## src/hdl/iocn_regs.vh

```
// Register offsets, field positions and reset values of the port block
`ifndef IOCN_REGS_VH
`define IOCN_REGS_VH

// ==========================================================
// Register byte offsets
`define IOCN_OFF_DIR      6'h00
`define IOCN_OFF_OUT      6'h04
`define IOCN_OFF_PIN      6'h08
`define IOCN_OFF_ANALOG   6'h0c
`define IOCN_OFF_CHGEN    6'h10
`define IOCN_OFF_PULLUP   6'h14
`define IOCN_OFF_PULLDN   6'h18
`define IOCN_OFF_CHGFLAG  6'h1c
`define IOCN_OFF_CAP34SEL 6'h20
`define IOCN_OFF_SER1SEL  6'h24
`define IOCN_OFF_SER2SEL  6'h28

// ==========================================================
// Field positions of the pin select registers
`define IOCN_SEL_LO_MSB   6
`define IOCN_SEL_LO_LSB   0
`define IOCN_SEL_HI_MSB   14
`define IOCN_SEL_HI_LSB   8
`define IOCN_SEL_CODE_GND 7'h00
`define IOCN_SEL_CODE_121 7'h79

// ==========================================================
// Reset values
`define IOCN_RST_DIR      16'hffff
`define IOCN_RST_ANALOG   16'hffff
`define IOCN_RST_ZERO     16'h0000

// ==========================================================
// Bus answer codes
`define IOCN_RESP_OKAY    2'h0
`define IOCN_RESP_SLVERR  2'h2

`endif

```

## src/hdl/iocn_remap_sel.v

```verilog
// Remappable input selector: picks one pin by a 7-bit code, registered
`default_nettype none

module iocn_remap_sel (
   input  wire         clk_sys,   // System clock
   input  wire         sys_rst,   // Async reset, active high
   input  wire [6:0]   selCode,   // Pin number select
   input  wire [127:1] rpIn,      // Remappable input pins
   output reg          periphIn   // Routed peripheral input
);

`include "iocn_regs.vh"

   // ==========================================================
   // Selection; code zero grounds the peripheral input
   always @(posedge clk_sys or posedge sys_rst) begin
      if (sys_rst) begin
         periphIn <= 1'b0;
      end else if (selCode == `IOCN_SEL_CODE_GND) begin
         periphIn <= 1'b0;
      end else begin
         periphIn <= rpIn[selCode];                // Code 7'h79 picks pin 121
      end
   end

endmodule // iocn_remap_sel

`default_nettype wire

```

## src/hdl/iocn_port.v

```verilog
// Digital port with change detection, weak pulls and input remapping
//
// Overview of operation
// Software waits one cycle after direction/output write before reading the port.
// A change on an enabled pin raises the interrupt request.
// Change detection keeps raising requests while the device sleeps.
// Every pin can be chosen individually as a change source.
// One change enable bit per pin; set enables, clear blocks.
// Separate per-pin pull-up and pull-down enable registers; set turns on.
// Software keeps pulls off on pins driven as outputs.
// Serial receiver 1 input comes from pin chosen by select bits 6..0.
// Code 1111001 selects pin 121; code 0000000 ties input to ground.
// Unused bits of pin select registers ignore writes, read zero.
// Software clears analog select for digital use; resets to all ones.
// Port input read returns zero on analog pins.
// Sampled input against previous sample; mismatch sets sticky flag, software clears.
`default_nettype none

module iocn_port (
   input  wire         clk_sys,        // System clock, 100 MHz
   input  wire         sys_rst,        // Async reset, active high
   // AXI4-Lite slave
   input  wire [5:0]   s_axi_awaddr,   // Write address
   input  wire         s_axi_awvalid,  // Write address valid
   output reg          s_axi_awready,  // Write address ready
   input  wire [31:0]  s_axi_wdata,    // Write data
   input  wire [3:0]   s_axi_wstrb,    // Write byte strobes
   input  wire         s_axi_wvalid,   // Write data valid
   output reg          s_axi_wready,   // Write data ready
   output reg  [1:0]   s_axi_bresp,    // Write response
   output reg          s_axi_bvalid,   // Write response valid
   input  wire         s_axi_bready,   // Write response ready
   input  wire [5:0]   s_axi_araddr,   // Read address
   input  wire         s_axi_arvalid,  // Read address valid
   output reg          s_axi_arready,  // Read address ready
   output reg  [31:0]  s_axi_rdata,    // Read data
   output reg  [1:0]   s_axi_rresp,    // Read response
   output reg          s_axi_rvalid,   // Read data valid
   input  wire         s_axi_rready,   // Read data ready
   // Port pins
   input  wire [15:0]  padIn,          // Pin input levels
   output reg  [15:0]  padOut,         // Pin output levels
   output reg  [15:0]  padOe,          // Pin output enables, high drives
   output reg  [15:0]  pullUpEn,       // Weak pull-up enables
   output reg  [15:0]  pullDnEn,       // Weak pull-down enables
   output reg          changeIrq,      // Change interrupt request, level
   // Remapping
   input  wire [127:1] rpIn,           // Remappable input pins
   output wire         ser1RxIn,       // Serial receiver 1 input
   output wire         ser2RxIn,       // Serial receiver 2 input
   output wire         cap3In,         // Input capture 3 input
   output wire         cap4In          // Input capture 4 input
);

`include "iocn_regs.vh"

   // ==========================================================
   // Register state
   reg  [15:0] dir_r;          // 1 = input
   reg  [15:0] latch_r;        // Output latch
   reg  [15:0] analog_r;       // 1 = analog pin
   reg  [15:0] chgEn_r;        // Change enables
   reg  [15:0] chgFlag_r;      // Sticky change flags
   reg  [15:0] pinSample_r;    // Sampled pin levels
   reg  [15:0] pinPrev_r;      // Previous sample
   reg  [6:0]  cap3Sel_r;      // Capture 3 pin number
   reg  [6:0]  cap4Sel_r;      // Capture 4 pin number
   reg  [6:0]  ser1Sel_r;      // Serial 1 pin number
   reg  [6:0]  ser2Sel_r;      // Serial 2 pin number
   reg         awGot_r;        // Write address held
   reg         wGot_r;         // Write data held
   reg  [5:0]  awAddr_r;       // Held write address
   reg  [31:0] wData_r;        // Held write data
   reg  [3:0]  wStrb_r;        // Held strobes
   reg         primed_r;       // First sample taken

   wire        wrDo;
   wire [15:0] wrMask;
   wire [15:0] wrVal;
   wire [15:0] pinDigital;
   wire [15:0] changeSeen;
   reg  [15:0] flagClr;
   reg  [31:0] rdWord;
   reg         rdHit;
   reg         wrHit;

   // ==========================================================
   // Byte-lane merge for 16-bit registers
   function [15:0] merge16;
      input [15:0] old;
      input [15:0] mask;
      input [15:0] val;
      begin
         merge16 = (old & ~mask) | (val & mask);
      end
   endfunction

   // Known register offset check, shared by both channels
   function isMapped;
      input [5:0] a;
      begin
         isMapped = (a == `IOCN_OFF_DIR)     || (a == `IOCN_OFF_OUT)     ||
                    (a == `IOCN_OFF_PIN)     || (a == `IOCN_OFF_ANALOG)  ||
                    (a == `IOCN_OFF_CHGEN)   || (a == `IOCN_OFF_PULLUP)  ||
                    (a == `IOCN_OFF_PULLDN)  || (a == `IOCN_OFF_CHGFLAG) ||
                    (a == `IOCN_OFF_CAP34SEL) || (a == `IOCN_OFF_SER1SEL) ||
                    (a == `IOCN_OFF_SER2SEL);
      end
   endfunction

   assign wrDo   = awGot_r & wGot_r & ~s_axi_bvalid;
   assign wrMask = {{8{wStrb_r[1]}}, {8{wStrb_r[0]}}};
   assign wrVal  = wData_r[15:0];

   // ==========================================================
   // Write channel: address and data taken in either order
   always @(posedge clk_sys or posedge sys_rst) begin
      if (sys_rst) begin
         s_axi_awready <= 1'b0;
         s_axi_wready  <= 1'b0;
         s_axi_bvalid  <= 1'b0;
         s_axi_bresp   <= `IOCN_RESP_OKAY;
         awGot_r       <= 1'b0;
         wGot_r        <= 1'b0;
         awAddr_r      <= 6'h00;
         wData_r       <= 32'h0000_0000;
         wStrb_r       <= 4'h0;
      end else begin
         if (s_axi_awvalid && s_axi_awready) begin
            awGot_r       <= 1'b1;
            awAddr_r      <= s_axi_awaddr;
            s_axi_awready <= 1'b0;
         end else if (!awGot_r && !s_axi_bvalid) begin
            s_axi_awready <= 1'b1;
         end
         if (s_axi_wvalid && s_axi_wready) begin
            wGot_r       <= 1'b1;
            wData_r      <= s_axi_wdata;
            wStrb_r      <= s_axi_wstrb;
            s_axi_wready <= 1'b0;
         end else if (!wGot_r && !s_axi_bvalid) begin
            s_axi_wready <= 1'b1;
         end
         // Commit and answer once both halves are in
         if (wrDo) begin
            awGot_r      <= 1'b0;
            wGot_r       <= 1'b0;
            s_axi_bvalid <= 1'b1;
            s_axi_bresp  <= wrHit ? `IOCN_RESP_OKAY : `IOCN_RESP_SLVERR;
         end else if (s_axi_bvalid && s_axi_bready) begin
            s_axi_bvalid <= 1'b0;
         end
      end
   end

   // Writable offsets; the input value register is read-only
   always @* begin
      wrHit = isMapped(awAddr_r) && (awAddr_r != `IOCN_OFF_PIN);
   end

   // ==========================================================
   // Control registers written by software
   always @(posedge clk_sys or posedge sys_rst) begin
      if (sys_rst) begin
         dir_r     <= `IOCN_RST_DIR;
         latch_r   <= `IOCN_RST_ZERO;
         analog_r  <= `IOCN_RST_ANALOG;           // Pins start analog
         chgEn_r   <= `IOCN_RST_ZERO;
         pullUpEn  <= `IOCN_RST_ZERO;
         pullDnEn  <= `IOCN_RST_ZERO;
         padOut    <= `IOCN_RST_ZERO;
         padOe     <= `IOCN_RST_ZERO;
         cap3Sel_r <= 7'h00;
         cap4Sel_r <= 7'h00;
         ser1Sel_r <= 7'h00;
         ser2Sel_r <= 7'h00;
      end else begin
         if (wrDo) begin
            case (awAddr_r)
               `IOCN_OFF_DIR:    dir_r    <= merge16(dir_r, wrMask, wrVal);
               `IOCN_OFF_OUT:    latch_r  <= merge16(latch_r, wrMask, wrVal);
               `IOCN_OFF_ANALOG: analog_r <= merge16(analog_r, wrMask, wrVal);
               `IOCN_OFF_CHGEN:  chgEn_r  <= merge16(chgEn_r, wrMask, wrVal);
               `IOCN_OFF_PULLUP: pullUpEn <= merge16(pullUpEn, wrMask, wrVal);
               `IOCN_OFF_PULLDN: pullDnEn <= merge16(pullDnEn, wrMask, wrVal);
               `IOCN_OFF_CAP34SEL: begin
                  // Only the two 7-bit fields exist; other bits dropped
                  if (wStrb_r[0]) cap3Sel_r <= wData_r[`IOCN_SEL_LO_MSB:`IOCN_SEL_LO_LSB];
                  if (wStrb_r[1]) cap4Sel_r <= wData_r[`IOCN_SEL_HI_MSB:`IOCN_SEL_HI_LSB];
               end
               `IOCN_OFF_SER1SEL: begin
                  if (wStrb_r[0]) ser1Sel_r <= wData_r[`IOCN_SEL_LO_MSB:`IOCN_SEL_LO_LSB];
               end
               `IOCN_OFF_SER2SEL: begin
                  if (wStrb_r[0]) ser2Sel_r <= wData_r[`IOCN_SEL_LO_MSB:`IOCN_SEL_LO_LSB];
               end
               default: ;
            endcase
         end
         // Pins follow one cycle after the write; a read accepted three cycles after the write sees them
         padOut <= latch_r;
         padOe  <= ~dir_r;
      end
   end

   // ==========================================================
   // Pin sampling; analog pins read as low
   assign pinDigital = padIn & ~analog_r;
   assign changeSeen = (pinSample_r ^ pinPrev_r) & chgEn_r & {16{primed_r}};

   // Software clear mask for the sticky flags, write-one-to-clear
   always @* begin
      flagClr = 16'h0000;
      if (wrDo && (awAddr_r == `IOCN_OFF_CHGFLAG)) begin
         flagClr = wrMask & wrVal;
      end
   end

   // Sampling and sticky flags; a change in the clear cycle is kept.
   // Sampling runs on clk_sys, which must stay alive in sleep for detection.
   always @(posedge clk_sys or posedge sys_rst) begin
      if (sys_rst) begin
         pinSample_r <= 16'h0000;
         pinPrev_r   <= 16'h0000;
         primed_r    <= 1'b0;
         chgFlag_r   <= 16'h0000;
         changeIrq   <= 1'b0;
      end else begin
         pinSample_r <= pinDigital;
         pinPrev_r   <= pinSample_r;
         primed_r    <= 1'b1;                                   // Masks only the first cycle, where both samples still hold reset values
         chgFlag_r   <= (chgFlag_r & ~flagClr) | changeSeen;
         changeIrq   <= |((chgFlag_r & ~flagClr) | changeSeen);
      end
   end

   // ==========================================================
   // Read mux
   always @* begin
      rdWord = 32'h0000_0000;
      rdHit  = isMapped(s_axi_araddr);
      case (s_axi_araddr)
         `IOCN_OFF_DIR:      rdWord[15:0] = dir_r;
         `IOCN_OFF_OUT:      rdWord[15:0] = latch_r;
         `IOCN_OFF_PIN:      rdWord[15:0] = pinSample_r;        // Analog bits zero
         `IOCN_OFF_ANALOG:   rdWord[15:0] = analog_r;
         `IOCN_OFF_CHGEN:    rdWord[15:0] = chgEn_r;
         `IOCN_OFF_PULLUP:   rdWord[15:0] = pullUpEn;
         `IOCN_OFF_PULLDN:   rdWord[15:0] = pullDnEn;
         `IOCN_OFF_CHGFLAG:  rdWord[15:0] = chgFlag_r;
         `IOCN_OFF_CAP34SEL: rdWord[15:0] = {1'b0, cap4Sel_r, 1'b0, cap3Sel_r};
         `IOCN_OFF_SER1SEL:  rdWord[15:0] = {9'h000, ser1Sel_r};
         `IOCN_OFF_SER2SEL:  rdWord[15:0] = {9'h000, ser2Sel_r};
         default:            rdWord = 32'h0000_0000;
      endcase
   end

   // Read channel: one read in flight, answer one cycle after the address
   always @(posedge clk_sys or posedge sys_rst) begin
      if (sys_rst) begin
         s_axi_arready <= 1'b0;
         s_axi_rvalid  <= 1'b0;
         s_axi_rdata   <= 32'h0000_0000;
         s_axi_rresp   <= `IOCN_RESP_OKAY;
      end else begin
         if (s_axi_arvalid && s_axi_arready) begin
            s_axi_arready <= 1'b0;
            s_axi_rvalid  <= 1'b1;
            s_axi_rdata   <= rdWord;
            s_axi_rresp   <= rdHit ? `IOCN_RESP_OKAY : `IOCN_RESP_SLVERR;
         end else if (s_axi_rvalid && s_axi_rready) begin
            s_axi_rvalid <= 1'b0;
         end else if (!s_axi_rvalid) begin
            s_axi_arready <= 1'b1;
         end
      end
   end

   // ==========================================================
   // Peripheral input routing
   iocn_remap_sel uSer1 (
      .clk_sys  (clk_sys),
      .sys_rst  (sys_rst),
      .selCode  (ser1Sel_r),
      .rpIn     (rpIn),
      .periphIn (ser1RxIn)
   );

   iocn_remap_sel uSer2 (
      .clk_sys  (clk_sys),
      .sys_rst  (sys_rst),
      .selCode  (ser2Sel_r),
      .rpIn     (rpIn),
      .periphIn (ser2RxIn)
   );

   iocn_remap_sel uCap3 (
      .clk_sys  (clk_sys),
      .sys_rst  (sys_rst),
      .selCode  (cap3Sel_r),
      .rpIn     (rpIn),
      .periphIn (cap3In)
   );

   iocn_remap_sel uCap4 (
      .clk_sys  (clk_sys),
      .sys_rst  (sys_rst),
      .selCode  (cap4Sel_r),
      .rpIn     (rpIn),
      .periphIn (cap4In)
   );

endmodule // iocn_port

`default_nettype wire

```

## config.mk

```make
export PLATFORM = sky130hd
export DESIGN_NAME = iocn_port
export DESIGN_NICKNAME = d
export VERILOG_FILES = /design/src/hdl/iocn_remap_sel.v /design/src/hdl/iocn_port.v
export VERILOG_INCLUDE_DIRS = /design/src /design/src/hdl
export SDC_FILE = /design/constraint.sdc
export NUM_CORES = 1
export LEC_CHECK = 0
export BUFFER_PORTS_ARGS = -buffer_cell sky130_fd_sc_hd__buf_2
export CAP_MARGIN = 20
export CORE_UTILIZATION = 40
export CTS_CLUSTER_DIAMETER = 80
export DETAILED_ROUTE_END_ITERATION = 8
export PLACE_DENSITY = 0.65
export SYNTH_ARGS = -nofsm -noshare
export SYNTH_HDL_FRONTEND = slang
export SYNTH_HIERARCHICAL = 1
export SYNTH_SLANG_ARGS = --single-unit
export TNS_END_PERCENT = 20
```

## constraint.sdc

```tcl
create_clock -name clk_sys -period 20.9 [get_ports clk_sys]
set_input_delay 2.09 -clock clk_sys [delete_from_list [all_inputs] [get_ports clk_sys]]
set_output_delay 2.09 -clock clk_sys [all_outputs]
set_load 0.01 [all_outputs]
```

Yosys cells after proc, flatten, opt, wreduce, memory -nomap -nowiden
Cells that the tools add are included.
{ "op_classes": {"order_cmp": 4, "n_mux": 31, "bitwise_logic": 26, "reduce_logical": 56, "eq_ne": 23} }
{ "ops": {"columns": ["operator", "count"], "rows": [
  ["AND 16 bit", 11],
  ["case mux 16 bit (11 select lines)", 1],
  ["bitwise OR 16 bit", 7],
  ["NOT 16 bit", 4],
  ["== test 6 x 5 -> 1 bit, second input constant", 8],
  ["== test 6 bit, second input constant", 6],
  ["less-than comparator 7 x 8 -> 1 bit, second input constant", 4],
  ["binary-select mux 1 bit (select 7 bit)", 4],
  ["logical NOT 7 bit", 4],
  ["== test 6 x 4 -> 1 bit, second input constant", 4],
  ["two-way mux 1 bit", 23],
  ["logical OR 1 bit", 20],
  ["two-way mux 16 bit", 1],
  ["OR reduction 16 bit", 1],
  ["bitwise XOR 16 bit", 1],
  ["AND reduction 2 bit", 7],
  ["== test 6 x 3 -> 1 bit, second input constant", 2],
  ["logical NOT 6 bit", 2],
  ["AND reduction 3 bit", 4],
  ["nonzero test 2 bit", 6],
  ["logical AND 1 bit", 9],
  ["!= test 6 x 4 -> 1 bit, second input constant", 1],
  ["two-way mux 2 bit", 2],
  ["logical NOT 1 bit", 3],
  ["other kinds (4)", 5]
]} }
{ "totals": {"ff_bits": 261, "output_inout_bits": 110, "input_bits": 198} }

Logic depth before layout (Yosys ltp)
{ "logic_depth": {"ltp_word": 13, "mapped_depth": 8} }

Cells and area by module
The synthesis kept the hierarchy.
{ "modules_own_cells": {"columns": ["mod", "area_per_inst_um2", "seq_area_each_um2", "instances", "cells_per_inst"], "rows": [
  ["iocn_port", 10769.1, 6421.2, 1, 864],
  ["iocn_remap_sel", 1188.6, 25.0, 4, 94]
]} }

Least setup slack after synthesis
OpenSTA, ideal clock, no wires.
{ "synth_path": {"kind": "input-to-reg", "from": "input s_axi_araddr[3]", "to": "register s_axi_rdata[7]", "t_required_ps": 20782, "n_path_buf": 2, "stages": 7, "arrival_ps": 3399, "setup_slack_ps": 17383, "path_cell_list": "buf_2 > and2_1 > clkbuf_1 > and2_1 > a2111oi_0 > a31oi_1 > a21o_1"} }
{ "synth_via": {"elab_chain_cells": 2} }
{ "synth_lines": {"columns": ["item", "line_no", "rtl"], "rows": [
  ["start, declared", "iocn_port.v:33", "input wire [5:0] s_axi_araddr,"],
  ["== test 6 bit (tied with other cells)", "iocn_port.v:242", "case (s_axi_araddr)"],
  ["case mux 16 bit (11 select lines) *", "iocn_port.v:242", null],
  ["end signal, assigned", "iocn_port.v:269", "s_axi_rdata <= rdWord;"],
  ["end, declared", "iocn_port.v:36", "output reg [31:0] s_axi_rdata,"]
]} }
Mark *: on every way between the ends. The rest lies on a longest branch, timed or not.
A chain may end at the register's enable or synchronous reset.

Worst setup path in the final report
Ends and elaborated chain as after synthesis.

==> summary.md <==
| Metric | Value |
|---|---|
| Initial DRT Pass Iterations | 6 |
| Row count | 71 |
| Final hold vios | 0 |
| Max-slew violation count | 0 |
| Commonest cells after routing, fill and taps aside | 271 x buf_2, 227 x dfrtp_1, 150 x mux2_2, 132 x nand3_1, 81 x nand2_1 |
| Number of synthesized flops with an enable pin | 0 |
| Synth Cell Area | 0.0155 mm^2 |
| Critical path startpoint | s_axi_araddr[3] |
| Tot GR Track Use | between 20% and 30% |
| Startpoint types | input pin |
| Final wirelength | between 40 and 50 mm |
| Internal power | 1360 uW |
| Worst-margin pin slew | 1.05 ns |
| Clock sinks | 259 |
| Synth Flop Type | dfrtp_1 |
| First-pass GRT wire length | roughly 74 mm |
| Netlist cell types | 59 |
| Vias per inst | 6.03 |
| Placed cell area | 0.0171 mm^2 |
| Simple-gate share of the synthesized area | 12.8% |
| XOR/XNOR Fraction of Synth Area | 0.903% |
| Root cell of the clock tree | clkbuf_16 |
| Hpwl dp | 34.4 mm |
| Status | complete, no violations |
| Worst EP required | 21.32 ns |
| Power density over the cells | 120 mW/mm^2 |
| Crit-path max FO | 16 |
| CP peak stage delay | 0.81 ns |
| Die X | ~200 um |
| Sequential fraction of the synthesis area | 42.0% |
| Min Tclk post-route | 4.07 ns |
| Drt wl/cell | between 20 and 25 um |
| DRC Markers | 0 |
| Hold Buf Count CTS | 0 |
| Max Freq | ~250 MHz |
| Initial antenna violation count | 2 |
| Psw | 815 uW |
| Post-cts gate resize count | 0 |
| Syn avg cell area | about 13 um^2 |
| H-tree lvl count | 1 |
| Most common cell after layout, fill and taps aside | buf_2 |
| Number of DRC markers in iteration 0 | 913 |
| Slowest stage cell, crit path | and2_1 |
| Mux cell area share after synthesis | 32.7% |
| LEAKAGE | just under 0.008 uW |
| Number of I/O port buffers | roughly 270 |
| Critical-path cell list | buf_2, and2_1, o21ai_0, nand2_1, a31oi_1, a21o_1 |
| # nets final | 1662 |
| Worst min path class | reg2reg |
| Clock transition at the registers of the reported paths | 0.06 ns |
| Max cap viols | 0 |
| Largest family of logic cells by synthesized area | multiplexers |
| Post-CTS Setup Bufs | 0 |
| Die Y | 199 um |
| Routability cong. | 0.931 |
| Maximum VDD drop | ~0.000094 V |
| Initial Util | 40.9% |
| Clock skew | between 0.015 and 0.02 ns |
| ANT nets after route | 0 |
| Boundary Pins | 308 |
| # setup viols final | 0 |
| Syn Inst Count | approximately 1200 |
| CORE AREA | 0.0379 mm^2 |
| Relative slew margins | 29.5% |
| Compound-gate portion of the synthesized area | 6.59% |
| Net Sw Frac | 37.5% |
| Largest net degree at the start of global routing | around 120 |
| Post-route clock period utilization | 19.5% |
| Via count | between 10000 and 15000 |
| Area growth from synthesis to layout | 16.6% |
| Setup TNS Final | 0 ns |
| Number of global-route vias before repair | 12000 |
| Layout cells sized above 1 | 40.7% |
| Yosys reg bits | 259 |
| CP endpoint kind | flop |
| Asr flop ratio synth | 100% |
| Fill cells | around 3500 |
| RSZ-0062 raised after global routing | false |
| Share of total power in sequential cells | 40.6% |
| Cell Count, Final, Fillers Out | approximately 2000 |
| Clock share of power | between 20% and 30% |
| CTS Buf Count | 27 |
| Crit path kind | in2reg |
| Grt total ovfl | 0 |
| Dpl cells | 1946 |
| CTS tree | yes |
| Deepest clock path buffer count | 3 |
| Combinational power share | 35.7% |
| Worst Path Arrival | 4.49 ns |
| Adder-cell share of the synthesized area | 0% |
| Die Area | 0.0396 mm^2 |
| Final instance area | between 0.015 and 0.02 mm^2 |
| Synth Warn # | 6 |
| Reg2reg start | s_axi_arready$_DFFE_PP0P_ |
| Worst-skew pair later-pin latency | 0.54 ns |
==> synth_stat cells, types with 26 or more instances <==
master	instances	share of area (%)
dfrtp_1	227	37
mux2_2	150	11
nand3_1	132	4.3
nand2_1	81	2.0
mux4_1	68	12
mux4_2	56	8.1
buf_2	37	1.2
clkbuf_1	33	0.80
inv_1	33	0.80
dfstp_2	32	5.4
mux2i_1	31	2.0
buf_4	26	1.3
==> worst paths after layout <==
check,endpoint,slack [ns],cells past startpoint
worst min-delay path,padOut[4]$_DFF_PP0_,0.40,0
worst max-delay path,s_axi_rdata[7]$_DFFE_PP0P_,16.83,6
max in group asynchronous,pinSample_r[0]$_DFF_PP0_,17.72,3
worst max register to register,s_axi_rdata[7]$_DFFE_PP0P_,18.03,5
worst min register to register,padOut[4]$_DFF_PP0_,0.40,0
min in group asynchronous,uCap3/periphIn$_DFF_PP0_,1.45,2
==> cells by family (layout without fill, tap and decap cells) <==
logic type / count (synthesis) / after routing
buffers and inverters: 146 / 374
flip-flops: 259 / 259
AND/OR/NAND/NOR: 372 / 372
other: 2 / 22
XOR/XNOR: 16 / 16
AO/OA/AOI/OAI: 138 / 138
multiplexers: 307 / 307
==> critical path, delay by kind of cell <==
family / cells / cell delay, ns
AND/OR/NAND/NOR: 2 / 1.52
AO/OA/AOI/OAI: 3 / 0.57
buffers and inverters: 1 / 0.29
==> power groups by stage <==
stage	clock network [uW]	logic, uW	registers (uW)
after floorplan	0	567	802
after global placement	0	759	882
after detailed placement	0	773	889
after CTS	522	777	881
after global routing	544	830	906
final	514	777	884
==> cell type report <==
type                    count  area [um^2]  share of cell area, %
multi-input cells         852         8330                   46.0
flip-flops and latches    259         6520                   36.0
repair buffers            291         1510                   8.32
clock buffers              36          779                   4.31
well taps                 511          639                   3.53
clock inverters            14          181                   1.00
inverters                  33          131                  0.726
diodes                      3         7.51                 0.0415
==> routing by layer <==
metal	GRT usage [%]	vias to the layer above	routed length [um]
li1	-	5255	-
met1	33.9	6119	20700
met2	41.4	596	23900
met3	3.68	76	3920
met4	7.32	0	1310
met5	0	-	0
==> through the flow <==
step / power (uW) / utilization [%] / setup WS (ns) / hold slack (ns)
final: 2170 / 47.7 / 16.83 / 0.402
after global routing: 2280 / 47.7 / 16.75 / 0.408
after global placement: 1640 / 45.2 / 16.37 / 0.392
after CTS: 2180 / 47.7 / 16.89 / 0.405
after detailed placement: 1660 / 45.2 / 16.33 / 0.388
after floorplan: 1370 / - / 11.85 / 0.363
Power figures use the tool's default switching activity.
